[src/pkg/prp_pkg.sv]
package prp_pkg;

    // ************************************************************
    // Clock and receive clock timing
    // ************************************************************
    localparam int CLK_HZ          = 100_000_000;
    localparam int RXCLK_FAST_HZ   = 25_000_000;
    localparam int RXCLK_SLOW_HZ   = 2_500_000;
    localparam int HALF_FAST_CYC   = CLK_HZ / (2 * RXCLK_FAST_HZ);
    localparam int HALF_SLOW_CYC   = CLK_HZ / (2 * RXCLK_SLOW_HZ);
    localparam int DIV_W           = 5;
    localparam logic [DIV_W-1:0] HALF_FAST_LAST = DIV_W'(HALF_FAST_CYC - 1);
    localparam logic [DIV_W-1:0] HALF_SLOW_LAST = DIV_W'(HALF_SLOW_CYC - 1);

    // Reduced interface at 10 Mb/s repeats each dibit over RPT_LAST + 1 ref edges
    localparam int RPT_W                    = 4;
    localparam logic [RPT_W-1:0] RPT_LAST   = 4'h9;

    // ************************************************************
    // Frame markers
    // ************************************************************
    localparam logic [3:0] SFD_HI_NIBBLE = 4'hD;

    // ************************************************************
    // Strap sample vector layout
    // ************************************************************
    localparam int STRAP_W         = 7;
    localparam int STRAP_MODE_B0   = 0;
    localparam int STRAP_MODE_B1   = 1;
    localparam int STRAP_RMII_SEL  = 2;
    localparam int STRAP_ADDR_B2   = 3;
    localparam int STRAP_ADDR_B0   = 4;
    localparam int STRAP_ADDR_B1   = 5;
    localparam int STRAP_MODE_B2   = 6;

    // ************************************************************
    // Pin drive patterns per interface
    // ************************************************************
    localparam logic [3:0] RXD_OE_MII  = 4'hF;
    localparam logic [3:0] RXD_OE_RMII = 4'h3;
    localparam logic [3:0] RXD_IDLE    = 4'h0;

    typedef enum logic [2:0] {
        PRP_ST_STRAP = 3'b001,
        PRP_ST_MII   = 3'b010,
        PRP_ST_RMII  = 3'b100
    } prp_state_t;

endpackage

[src/design/prp_sync.sv]
`timescale 1ns/1ps
module prp_sync
    import prp_pkg::*;
#(
    parameter int W = 1
) (
    input  wire logic         clk,
    input  wire logic [W-1:0] d,
    output logic      [W-1:0] q
);

    logic [W-1:0] s1;
    logic [W-1:0] s2;
    logic [W-1:0] s3;
    logic [W-1:0] next_q;

    // No reset: straps must flow through while reset is held
    always_comb begin
        next_q = q;
        for (int i = 0; i < W; i++) begin
            if (s2[i] == s3[i]) begin
                next_q[i] = s3[i];
            end
        end
    end

    always_ff @(posedge clk) begin
        s1 <= d;
        s2 <= s1;
        s3 <= s2;
        q  <= next_q;
    end

endmodule // prp_sync

[src/design/prp_rx_port.sv]
`timescale 1ns/1ps
// Functional notes
// - MII four data lanes, RMII two lanes
// - Data bits 2 and 3 unused in RMII
// - Select strap low MII, high RMII
// - Management address from three address straps
// - Operating mode from three mode straps
// - Receive error flags errored frame data
// - Symbol mode (MII only): error pin carries code MSB
// - Otherwise shared pin is receive error
// - MII receive clock 25MHz or 2.5MHz
// - Data valid only while data presented
// - Straps captured at reset, used afterwards
// - RMII 10M: data low until SFD
module prp_rx_port
    import prp_pkg::*;
(
    input  wire logic       clk,
    input  wire logic       rst_n,
    // Receive core side
    input  wire logic       core_valid,
    input  wire logic [3:0] core_nibble,
    input  wire logic       core_sym_msb,
    input  wire logic       core_err,
    input  wire logic       core_frame,
    input  wire logic       speed_100,
    input  wire logic       sym_mode,
    output logic            core_ready,
    // Captured configuration
    output logic [2:0]      op_mode,
    output logic [2:0]      mgmt_addr,
    output logic            rmii_sel,
    // Reference clock from the MAC side in reduced mode
    input  wire logic       ref_clk_in,
    // Shared receive / strap pins
    input  wire logic [3:0] rxd_in,
    output logic      [3:0] rxd_out,
    output logic      [3:0] rxd_oe,
    input  wire logic       rx_er_in,
    output logic            rx_er_out,
    output logic            rx_er_oe,
    input  wire logic       rx_clk_in,
    output logic            rx_clk_out,
    output logic            rx_clk_oe,
    input  wire logic       carrier_and_rx_valid_in,
    output logic            carrier_and_rx_valid_out,
    output logic            carrier_and_rx_valid_oe,
    output logic            rx_dv
);

    // ************************************************************
    // Pin synchronisers
    // ************************************************************
    logic [STRAP_W-1:0] strap_pins;
    logic [STRAP_W-1:0] strap_sync;
    logic               ref_sync;
    // Ref clock runs free; a false edge after reset falls in strap state

    assign strap_pins = {carrier_and_rx_valid_in, rx_clk_in, rx_er_in, rxd_in};

    prp_sync #(.W(STRAP_W)) u_strap_sync (
        .clk (clk),
        .d   (strap_pins),
        .q   (strap_sync)
    );

    prp_sync #(.W(1)) u_ref_sync (
        .clk (clk),
        .d   (ref_clk_in),
        .q   (ref_sync)
    );

    // ************************************************************
    // Strap capture
    // ************************************************************
    logic [2:0] next_op_mode;
    logic [2:0] next_mgmt_addr;
    logic       next_rmii_sel;

    // Pins are released in reset, so the pulls set these levels
    // Sampled at every clock edge while reset is held; the last sample before release holds
    always_comb begin
        next_op_mode   = op_mode;
        next_mgmt_addr = mgmt_addr;
        next_rmii_sel  = rmii_sel;
        if (!rst_n) begin
            next_op_mode   = {strap_sync[STRAP_MODE_B2], strap_sync[STRAP_MODE_B1],
                              strap_sync[STRAP_MODE_B0]};
            next_mgmt_addr = {strap_sync[STRAP_ADDR_B2], strap_sync[STRAP_ADDR_B1],
                              strap_sync[STRAP_ADDR_B0]};
            next_rmii_sel  = strap_sync[STRAP_RMII_SEL];
        end
    end

    always_ff @(posedge clk) begin
        op_mode   <= next_op_mode;
        mgmt_addr <= next_mgmt_addr;
        rmii_sel  <= next_rmii_sel;
    end

    // ************************************************************
    // Receive path state
    // ************************************************************
    prp_state_t       state;
    prp_state_t       next_state;
    logic [DIV_W-1:0] div_cnt;
    logic [DIV_W-1:0] next_div_cnt;
    logic [RPT_W-1:0] rpt_cnt;
    logic [RPT_W-1:0] next_rpt_cnt;
    logic             ref_prev;
    logic             hold_valid;
    logic             next_hold_valid;
    logic [3:0]       hold_nib;
    logic [3:0]       next_hold_nib;
    logic             hold_msb;
    logic             next_hold_msb;
    logic             hold_err;
    logic             next_hold_err;
    logic             phase;
    logic             next_phase;
    logic             sfd_seen;
    logic             next_sfd_seen;
    logic             next_core_ready;
    logic [3:0]       next_rxd_out;
    logic [3:0]       next_rxd_oe;
    logic             next_rx_er_out;
    logic             next_rx_er_oe;
    logic             next_rx_clk_out;
    logic             next_rx_clk_oe;
    logic             next_crs_out;
    logic             next_crs_oe;
    logic             next_rx_dv;
    logic [DIV_W-1:0] half_last;
    logic             ref_rise;
    logic             rmii_tick;
    logic             gate_low;

    always_comb begin
        next_state      = state;
        next_div_cnt    = div_cnt;
        next_rpt_cnt    = rpt_cnt;
        next_hold_valid = hold_valid;
        next_hold_nib   = hold_nib;
        next_hold_msb   = hold_msb;
        next_hold_err   = hold_err;
        next_phase      = phase;
        next_sfd_seen   = sfd_seen;
        next_rxd_out    = rxd_out;
        next_rxd_oe     = rxd_oe;
        next_rx_er_out  = rx_er_out;
        next_rx_er_oe   = rx_er_oe;
        next_rx_clk_out = rx_clk_out;
        next_rx_clk_oe  = rx_clk_oe;
        next_crs_out    = carrier_and_rx_valid_out;
        next_crs_oe     = carrier_and_rx_valid_oe;
        next_rx_dv      = rx_dv;
        half_last       = speed_100 ? HALF_FAST_LAST : HALF_SLOW_LAST;
        ref_rise        = ref_sync && !ref_prev;
        rmii_tick       = ref_rise && (speed_100 || rpt_cnt == RPT_LAST);
        gate_low        = !speed_100 && !sfd_seen;

        case (state)
            PRP_ST_STRAP: begin
                // Drive starts only the cycle after release
                if (rmii_sel) begin
                    next_state  = PRP_ST_RMII;
                    next_rxd_oe = RXD_OE_RMII;
                    next_crs_oe = 1'b1;
                end else begin
                    next_state     = PRP_ST_MII;
                    next_rxd_oe    = RXD_OE_MII;
                    next_rx_clk_oe = 1'b1;
                end
                next_rx_er_oe = 1'b1;
            end
            PRP_ST_MII: begin
                if (div_cnt >= half_last) begin
                    next_div_cnt    = '0;
                    next_rx_clk_out = !rx_clk_out;
                    // Update at the falling edge so the MAC samples at the rising one
                    if (rx_clk_out) begin
                        if (hold_valid) begin
                            next_rxd_out    = hold_nib;
                            next_rx_dv      = 1'b1;
                            next_rx_er_out  = sym_mode ? hold_msb
                                                       : hold_err;
                            next_hold_valid = 1'b0;
                        end else begin
                            next_rxd_out   = RXD_IDLE;
                            next_rx_dv     = 1'b0;
                            next_rx_er_out = 1'b0;
                        end
                    end
                end else begin
                    next_div_cnt = div_cnt + 1'b1;
                end
            end
            PRP_ST_RMII: begin
                // Slow rate holds each dibit across several ref edges
                if (ref_rise) begin
                    if (speed_100 || rpt_cnt == RPT_LAST) begin
                        next_rpt_cnt = '0;
                    end else begin
                        next_rpt_cnt = rpt_cnt + 1'b1;
                    end
                end
                if (rmii_tick) begin
                    next_crs_out = core_frame || hold_valid;
                    // Lanes 3:2 stay released in this mode
                    next_rxd_out[3:2] = 2'b00;
                    if (!phase) begin
                        if (hold_valid) begin
                            if (!speed_100 && hold_nib == SFD_HI_NIBBLE) begin
                                next_sfd_seen = 1'b1;
                            end
                            if (gate_low && hold_nib != SFD_HI_NIBBLE) begin
                                next_rxd_out[1:0] = 2'b00;
                            end else begin
                                next_rxd_out[1:0] = hold_nib[1:0];
                            end
                            next_rx_er_out = hold_err;
                            next_phase     = 1'b1;
                        end else begin
                            next_rxd_out[1:0] = 2'b00;
                            next_rx_er_out    = 1'b0;
                        end
                    end else begin
                        next_rxd_out[1:0] = gate_low ? 2'b00
                                                     : hold_nib[3:2];
                        next_phase        = 1'b0;
                        next_hold_valid   = 1'b0;
                    end
                    if (!core_frame && !hold_valid) begin
                        next_sfd_seen = 1'b0;
                    end
                end
            end
            default: begin
                next_state = PRP_ST_STRAP;
            end
        endcase

        // Single slot; the core stalls until the pins drain it
        if (core_valid && core_ready) begin
            next_hold_valid = 1'b1;
            next_hold_nib   = core_nibble;
            next_hold_msb   = core_sym_msb;
            next_hold_err   = core_err;
        end
        next_core_ready = !next_hold_valid && (state != PRP_ST_STRAP);
    end

    always_ff @(posedge clk) begin
        if (!rst_n) begin
            state                    <= PRP_ST_STRAP;
            div_cnt                  <= '0;
            rpt_cnt                  <= '0;
            ref_prev                 <= 1'b0;
            hold_valid               <= 1'b0;
            hold_nib                 <= 4'h0;
            hold_msb                 <= 1'b0;
            hold_err                 <= 1'b0;
            phase                    <= 1'b0;
            sfd_seen                 <= 1'b0;
            core_ready               <= 1'b0;
            rxd_out                  <= RXD_IDLE;
            rxd_oe                   <= 4'h0;
            rx_er_out                <= 1'b0;
            rx_er_oe                 <= 1'b0;
            rx_clk_out               <= 1'b0;
            rx_clk_oe                <= 1'b0;
            carrier_and_rx_valid_out <= 1'b0;
            carrier_and_rx_valid_oe  <= 1'b0;
            rx_dv                    <= 1'b0;
        end else begin
            state                    <= next_state;
            div_cnt                  <= next_div_cnt;
            rpt_cnt                  <= next_rpt_cnt;
            ref_prev                 <= ref_sync;
            hold_valid               <= next_hold_valid;
            hold_nib                 <= next_hold_nib;
            hold_msb                 <= next_hold_msb;
            hold_err                 <= next_hold_err;
            phase                    <= next_phase;
            sfd_seen                 <= next_sfd_seen;
            core_ready               <= next_core_ready;
            rxd_out                  <= next_rxd_out;
            rxd_oe                   <= next_rxd_oe;
            rx_er_out                <= next_rx_er_out;
            rx_er_oe                 <= next_rx_er_oe;
            rx_clk_out               <= next_rx_clk_out;
            rx_clk_oe                <= next_rx_clk_oe;
            carrier_and_rx_valid_out <= next_crs_out;
            carrier_and_rx_valid_oe  <= next_crs_oe;
            rx_dv                    <= next_rx_dv;
        end
    end

endmodule // prp_rx_port

[config.mk]
export PLATFORM = sky130hd
export DESIGN_NAME = prp_rx_port
export DESIGN_NICKNAME = d
export VERILOG_FILES = /design/src/pkg/prp_pkg.sv /design/src/design/prp_sync.sv /design/src/design/prp_rx_port.sv
export SDC_FILE = /design/constraint.sdc
export NUM_CORES = 1
export LEC_CHECK = 0
export BUFFER_PORTS_ARGS = -buffer_cell sky130_fd_sc_hd__buf_2
export CAP_MARGIN = 20
export CORE_MARGIN = 4
export CORE_UTILIZATION = 45
export CTS_BUF_LIST = sky130_fd_sc_hd__clkbuf_2 sky130_fd_sc_hd__clkbuf_4 sky130_fd_sc_hd__clkbuf_8
export DETAILED_ROUTE_END_ITERATION = 16
export GPL_ROUTABILITY_DRIVEN = 0
export GPL_TIMING_DRIVEN = 0
export MAX_ROUTING_LAYER = met4
export PLACE_DENSITY_LB_ADDON = 0.25
export SKIP_CTS_REPAIR_TIMING = 1
export SLEW_MARGIN = 20
export SYNTH_ARGS = -nofsm -noshare
export SYNTH_HDL_FRONTEND = slang
export SYNTH_SLANG_ARGS = --single-unit
[constraint.sdc]
create_clock -name clk -period 3.55 [get_ports clk]
set_input_delay 0.71 -clock clk [delete_from_list [all_inputs] [get_ports clk]]
set_output_delay 0.71 -clock clk [all_outputs]
set_load 0.005 [all_outputs]
Word level (Yosys, flattened, before mapping). Cells that the tools add are included.

Input bits: 20. Register bits: 77. Output and inout bits: 23.

Equal/unequal tests: 20. $add $sub $neg: 2. Reduce and logical (&&, ||, !) cells: 30. Bitwise gates (word level): 1. $lt $le $gt $ge: 1. Multiplexer cells: 35.

Operators by type and width (number): $mux W4 (6); $mux W1 (18); $mux W5 (2); $reduce_and A2 Y1 (5); $reduce_and A5 Y1 (2); $eq A1 B1 Y1 (8); $eq A4 B4 Y1 const B (2); $logic_and A1 B1 Y1 (8); $mux W2 (4); $ne A2 B2 Y1 const B (4); $pmux W4 S2 (1); $logic_not A1 Y1 (7); $pmux W3 S2 (1); $reduce_bool A2 Y1 (3); $add A5 B1 Y5 const B (1); $ge A5 B5 Y1 (1); $add A4 B1 Y4 const B (1); $ne A4 B4 Y1 const B (1); $pmux W1 S2 (2); $reduce_and A4 Y1 (1); $eq A3 B1 Y1 const B (1); $eq A3 B2 Y1 const B (1); $eq A3 B3 Y1 const B (1); $mux W3 (1); other kinds (6) (7).

Longest topological paths before layout.
Depth after elaboration: 8. Gate-level depth with buffers: 6. Depth with buffers taken out: 6.

Cells and area by module. A second synthesis with hierarchy kept.

Cell total of the unflattened synthesis: 238. Area, all modules: 2643.8 um2.

Modules (own cells, without submodules): prp_rx_port (times used 1, area an instance 1853.0 um2, cells an instance 198, sequential area each 910.9 um2); prp_sync at u_strap_sync (times used 1, area an instance 691.9 um2, cells an instance 35, sequential area each 630.6 um2); prp_sync at u_ref_sync (times used 1, area an instance 98.8 um2, cells an instance 5, sequential area each 90.1 um2).

Worst setup path before layout. Ideal clock, no wire load.

Kind: input -> register. Start point: input port speed_100. End point: register rxd_out[0]. Slack: 1.441 ns. Setup time: 0.072 ns. Arrival: 2.038 ns. Stages: 5. Data required time: 3.478 ns. Path buffers: 0. Cells stage by stage: ha_1 -> a2111o_1 -> a221o_1 -> nand3_2 -> mux2i_1.

Longest elaborated chain between the ends: 8. Elaborated cells between the ends (all ways): 16. Those cells by class: 1 x order compare; 2 x eq/ne; 7 x mux; 6 x reduce/logical.

Ends and longest elaborated chain: start: declaration (RTL line prp_rx_port.sv:26) `input wire logic speed_100,`; branches (longest 8 deep; another with $ge A5 B5 Y1); end signal: assignment (RTL line prp_rx_port.sv:287) `rxd_out <= next_rxd_out;`; end: declaration (RTL line prp_rx_port.sv:37) `output logic [3:0] rxd_out,`.

Several ways; the timed one is not identified. The select of a mux whose other input is x is not followed. A chain may end at the register's enable or synchronous reset.

Worst setup path after layout.
Start point: input port speed_100. End point: register core_ready.

Longest elaborated chain between the ends: 7. Elaborated cells between the ends (all ways): 10. Those cells by class: 1 x order compare; 5 x mux; 4 x reduce/logical.

Ends and longest elaborated chain: $mux W5 or $logic_or A1 B1 Y1 (tied branches) (RTL line prp_rx_port.sv:157, prp_rx_port.sv:159); $ge A5 B5 Y1 or $logic_and A1 B1 Y1 (tied branches) (RTL line prp_rx_port.sv:177, prp_rx_port.sv:159); $mux W1, on equally long branches (RTL line prp_rx_port.sv:177, prp_rx_port.sv:207); $pmux W1 S2 * (RTL line prp_rx_port.sv:162) `case (state)`; $mux W1 * (RTL line prp_rx_port.sv:244) `if (core_valid && core_ready) begin`; $logic_not A1 Y1 * (RTL line prp_rx_port.sv:250) `next_core_ready = !next_hold_valid && (state != PRP_ST_STRAP);`; $logic_and A1 B1 Y1 * (RTL line prp_rx_port.sv:250); end signal: assignment (RTL line prp_rx_port.sv:286) `core_ready <= next_core_ready;`; end: declaration (RTL line prp_rx_port.sv:28) `output logic core_ready,`.

Every way passes the cells marked *; elsewhere a longest branch is shown, timed or not.

==> report_table.html <==
<table>
<tr><th>Metric</th><th>Value</th></tr>
<tr><th colspan="2">CTS</th></tr>
<tr><td>Clock latency reported for the late side of the worst-skew pair</td><td>between 0.3 and 0.4 ns</td></tr>
<tr><td>Number of H-tree levels</td><td>3</td></tr>
<tr><td>Num Clock Sinks</td><td>74</td></tr>
<tr><td>Root cell of the clock tree</td><td>sky130_fd_sc_hd__clkbuf_8</td></tr>
<tr><td>Clock Tree Buf Depth</td><td>2</td></tr>
<tr><td>Clock transition at the register clock pins on the worst setup and hold paths after CTS</td><td>roughly 0.08 ns</td></tr>
<tr><td>Number of clock buffers inserted by TritonCTS</td><td>9</td></tr>
<tr><td>CTS tree</td><td>done</td></tr>
<tr><th colspan="2">Global route</th></tr>
<tr><td>All-Layer GR Usage</td><td>0.1451</td></tr>
<tr><td>Pin count of the biggest net entering global routing</td><td>17</td></tr>
<tr><td>Antenna violations before repair</td><td>0</td></tr>
<tr><td>Global-route wire length before repair</td><td>8045 um</td></tr>
<tr><td>Total congestion overflow after global routing</td><td>0</td></tr>
<tr><td>Vias in the first global route</td><td>1,818</td></tr>
<tr><th colspan="2">Synth</th></tr>
<tr><td>Post-synthesis cell type with the largest combined area</td><td>sky130_fd_sc_hd__dfxtp_1</td></tr>
<tr><td>Yosys warning count</td><td>0</td></tr>
<tr><td>Cell with the most instances after synthesis</td><td>sky130_fd_sc_hd__dfxtp_1</td></tr>
<tr><td>Area share of the largest cell type after synthesis</td><td>0.4395</td></tr>
<tr><td>Syn_area_per_cell</td><td>approximately 11 um^2</td></tr>
<tr><td>Most area-consuming cells after synthesis</td><td>sky130_fd_sc_hd__dfxtp_1 44%, sky130_fd_sc_hd__edfxtp_1 17%, sky130_fd_sc_hd__nand2_1 4.3%</td></tr>
<tr><td>Share of synthesized flip-flops with an asynchronous set or reset</td><td>0</td></tr>
<tr><td>Distinct cells, synth</td><td>44</td></tr>
<tr><td>Number of synthesized flops with an enable pin</td><td>15</td></tr>
<tr><td>Syn Inst Count</td><td>about 250</td></tr>
<tr><td>Mapped Nets</td><td>270</td></tr>
<tr><td>Commonest register cell after synthesis</td><td>sky130_fd_sc_hd__dfxtp_1</td></tr>
<tr><td>Netlist Area Pre-Place</td><td>approximately 2700 um^2</td></tr>
<tr><td>Flip-flop and latch count after synthesis</td><td>between 70 and 80</td></tr>
<tr><td>Sequential share of the synthesized area</td><td>0.6071</td></tr>
<tr><td>Post-synth top cells</td><td>59 x sky130_fd_sc_hd__dfxtp_1, 31 x sky130_fd_sc_hd__nand2_1, 20 x sky130_fd_sc_hd__nor2_1</td></tr>
<tr><th colspan="2">STA</th></tr>
<tr><td>Minimum setup slack in the final design</td><td>1.426 ns</td></tr>
<tr><td>Slew @ Worst Pin</td><td>0.8105 ns</td></tr>
<tr><td>Min Clock Period, post-route</td><td>~2.1 ns</td></tr>
<tr><td>Max Freq</td><td>roughly 0.47 GHz</td></tr>
<tr><td>Share of the clock period used by the worst path</td><td>0.5984</td></tr>
<tr><td>Unrepaired setup endpoints after global routing</td><td>no</td></tr>
<tr><td>Final setup violation count</td><td>0</td></tr>
<tr><td>Number of hold-slack violations in the final timing report</td><td>0</td></tr>
<tr><td>Worst Skew</td><td>0.007192 ns</td></tr>
<tr><td>Post-route setup TNS</td><td>0 ns</td></tr>
<tr><td>Remaining max-slew budget at the tightest pin</td><td>0.4597</td></tr>
<tr><td>Final count of pins violating max slew</td><td>0</td></tr>
<tr><th colspan="2">Worst setup path</th></tr>
<tr><td>Flop-to-flop setup slack</td><td>about 1.6 ns</td></tr>
<tr><td>Arrival time of data at the critical path endpoint</td><td>~2.3 ns</td></tr>
<tr><td>Largest delay contributor family on the critical path</td><td>compound AO/OA/AOI/OAI gates</td></tr>
<tr><td>Worst setup EP type</td><td>flip-flop</td></tr>
<tr><td>Number of cell instances on the worst register-to-register path</td><td>5</td></tr>
<tr><td>Crit path kind</td><td>in2reg</td></tr>
<tr><td>Critical Path Source Type</td><td>primary input</td></tr>
<tr><td>Cells along the critical path</td><td>buf_2, ha_1, a2111o_1, a221o_1, a31oi_1, nor3_1</td></tr>
<tr><td>Number of buffers and inverters on the critical path</td><td>1</td></tr>
<tr><td>Critical path data required time</td><td>3.74 ns</td></tr>
<tr><td>Critical Path Fanout Max</td><td>9</td></tr>
<tr><td>Worst R2R End</td><td>core_ready$_SDFF_PN0_</td></tr>
<tr><td>Reg2Reg Launch Point</td><td>div_cnt[1]$_SDFFE_PN0N_</td></tr>
<tr><td>Maximum cell stage delay along the critical path</td><td>~0.44 ns</td></tr>
<tr><td>Critical path's slowest cell</td><td>sky130_fd_sc_hd__a2111o_1</td></tr>
<tr><th colspan="2">Place</th></tr>
<tr><td>PortBufs</td><td>41</td></tr>
<tr><td>Pre-CTS WS</td><td>about 1.1 ns</td></tr>
<tr><td>HPWL after DPL</td><td>roughly 3400 um</td></tr>
<tr><th colspan="2">Die</th></tr>
<tr><td>Placement row count</td><td>27</td></tr>
<tr><td>Core region area</td><td>approximately 5600 um^2</td></tr>
<tr><td>Die outline area</td><td>7273 um^2</td></tr>
<tr><td>Initial core utilization</td><td>0.4764</td></tr>
<tr><td>Floorplan die width</td><td>around 85 um</td></tr>
<tr><td>I/O pin count</td><td>43</td></tr>
<tr><td>Die H</td><td>roughly 85 um</td></tr>
<tr><th colspan="2">Routing</th></tr>
<tr><td>Final antenna-violating net count</td><td>0</td></tr>
<tr><td>First DRT Iteration DRCs</td><td>slightly above 70</td></tr>
<tr><td>Total Wirelength</td><td>around 5000 um</td></tr>
<tr><td>Number of design rule violations left after detail routing</td><td>0</td></tr>
<tr><td>Via density per instance</td><td>approximately 5.0</td></tr>
<tr><td>Via count</td><td>around 1,900</td></tr>
<tr><td>First-pass DRT Iterations</td><td>4</td></tr>
<tr><td>Post-DR wirelength/cell</td><td>13.06 um</td></tr>
<tr><th colspan="2">Power</th></tr>
<tr><td>Relative contribution of sequential cells to total power</td><td>0.525</td></tr>
<tr><td>Proportion of power drawn by combinational gates</td><td>0.103</td></tr>
<tr><td>Clock Power Share</td><td>0.372</td></tr>
<tr><td>VDD IR-drop max</td><td>between 0.3 and 0.4 mV</td></tr>
<tr><td>Cell-internal power</td><td>roughly 1.4 mW</td></tr>
<tr><td>Net switching power of the design</td><td>between 0.4 and 0.5 mW</td></tr>
<tr><td>Leakage power</td><td>between 1 and 1.5 nW</td></tr>
<tr><td>Pwr/cell area</td><td>562.3 nW/um^2</td></tr>
<tr><td>Switching fraction of total power</td><td>0.2472</td></tr>
<tr><th colspan="2">Finish</th></tr>
<tr><td>Post-layout nets</td><td>approximately 320</td></tr>
<tr><td>Number of fill cells in the layout</td><td>499</td></tr>
<tr><td>Fraction of final layout cells with drive strength greater than 1</td><td>0.2351</td></tr>
<tr><td>Area growth from synthesis to layout</td><td>18.85%</td></tr>
<tr><td>Ant. Diodes</td><td>0</td></tr>
<tr><th colspan="2">Min path</th></tr>
<tr><td>Hold path start</td><td>u_strap_sync.s1[0]$_DFF_P_</td></tr>
<tr><td>Classification of the worst-slack hold path</td><td>reg2reg</td></tr>
<tr><td>Hold path depth</td><td>0</td></tr>
<tr><td>Endpoint of the worst hold-timing path</td><td>u_strap_sync.s2[0]$_DFF_P_</td></tr>
<tr><th colspan="2">Job</th></tr>
<tr><td># Max-Cap Violations</td><td>0</td></tr>
<tr><th colspan="2">Run status</th></tr>
<tr><td>Outcome</td><td>finished clean</td></tr>
</table>
## logic make-up (layout without fill, tap and decap cells)
logic type               after synthesis  count (layout)  share of synthesized area
AO/OA/AOI/OAI                         41              41                    0.09870
buffers and inverters                 17              74                    0.03258
AND/OR/NAND/NOR                       88              88                     0.1704
multiplexers                           6               6                    0.02235
XOR/XNOR                              14              14                    0.04562
flip-flops                            74              74                     0.6071
adder cells (fa/ha/maj)                5               5                    0.02328
## state kept, by name, indices dropped and copies added (netlist names), 4 cells and up
name and flops:
rpt_cnt 4, u_strap_sync.s2 7, hold_nib 4, u_strap_sync.q 7
div_cnt 5, u_strap_sync.s1 7, u_strap_sync.s3 7, rxd_out 4
## layer usage
metal	wire length [um]	global-route usage	vias up
li1	-	-	949
met1	2142	0.1578	877
met2	2423	0.2451	53
met3	281	0.05922	5
met4	37	0.03885	0
met5	0	-	-
## power groups by stage
stage               Clock, mW  Sequential [mW]  Combinational, mW
finish                  0.668            0.944              0.184
global route            0.726            0.951              0.206
detailed placement          0            0.964              0.185
CTS                     0.691            0.945              0.186
floorplan                   0            0.958              0.123
global placement            0            0.961              0.182
## cell usage in the layout, fill, tap and decap left out, drive strengths merged, types with 5 or more instances in the layout
master / n
dfxtp: 59
buf: 50
nand2: 31
nor2: 20
a21oi: 19
edfxtp: 15
clkbuf: 14
xnor2: 11
o21ai: 9
mux2i: 6
inv: 6
nand4: 5
ha: 5
## worst reg2reg max path, stage by stage (launching register included)
cell and delay (ns):
sky130_fd_sc_hd__dfxtp_1 0.39, sky130_fd_sc_hd__ha_1 0.27, sky130_fd_sc_hd__a2111o_1 0.44, sky130_fd_sc_hd__a221o_1 0.35, sky130_fd_sc_hd__a31oi_1 0.24, sky130_fd_sc_hd__nor3_1 0.09
## how the worst max path moves through the flow
stage / from / to / slack [ns] / depth (start not counted)
2_1_floorplan: speed_100 / rxd_out[0]$_SDFFE_PN0P_ / 1.44 / 5
3_3_place_gp: speed_100 / core_ready$_SDFF_PN0_ / 1.09 / 6
3_5_place_dp: speed_100 / core_ready$_SDFF_PN0_ / 1.08 / 6
4_1_cts: speed_100 / core_ready$_SDFF_PN0_ / 1.46 / 6
5_1_grt: speed_100 / div_cnt[4]$_SDFFE_PN0N_ / 1.37 / 6
6_report: speed_100 / core_ready$_SDFF_PN0_ / 1.43 / 6
## cell type report
type / count / area (um^2) / share of cell area
flip-flops and latches: 74 / 1632 / 0.5108
plain buffers: 13 / 72.57 / 0.02272
clock buffers: 10 / 137.6 / 0.04309
repair buffers: 41 / 205.2 / 0.06424
well taps: 72 / 90.09 / 0.02820
inverters: 4 / 15.01 / 0.004700
multi-input cells: 154 / 968.4 / 0.3032
clock inverters: 6 / 73.82 / 0.02311
## stage by stage
stage               std cells  cell area (um^2)  hold slack (ns)    util  total power, mW
floorplan                 245              2688           0.3096       -            1.081
global placement          358              2983           0.3109  0.5287            1.144
detailed placement        358              2983           0.3132  0.5287            1.149
CTS                       374              3194           0.3323  0.5662            1.822
global route              374              3194           0.3393  0.5662            1.883
finish                    374              3194           0.3299  0.5662            1.796
No activity file was read; power rests on OpenSTA's default activity.
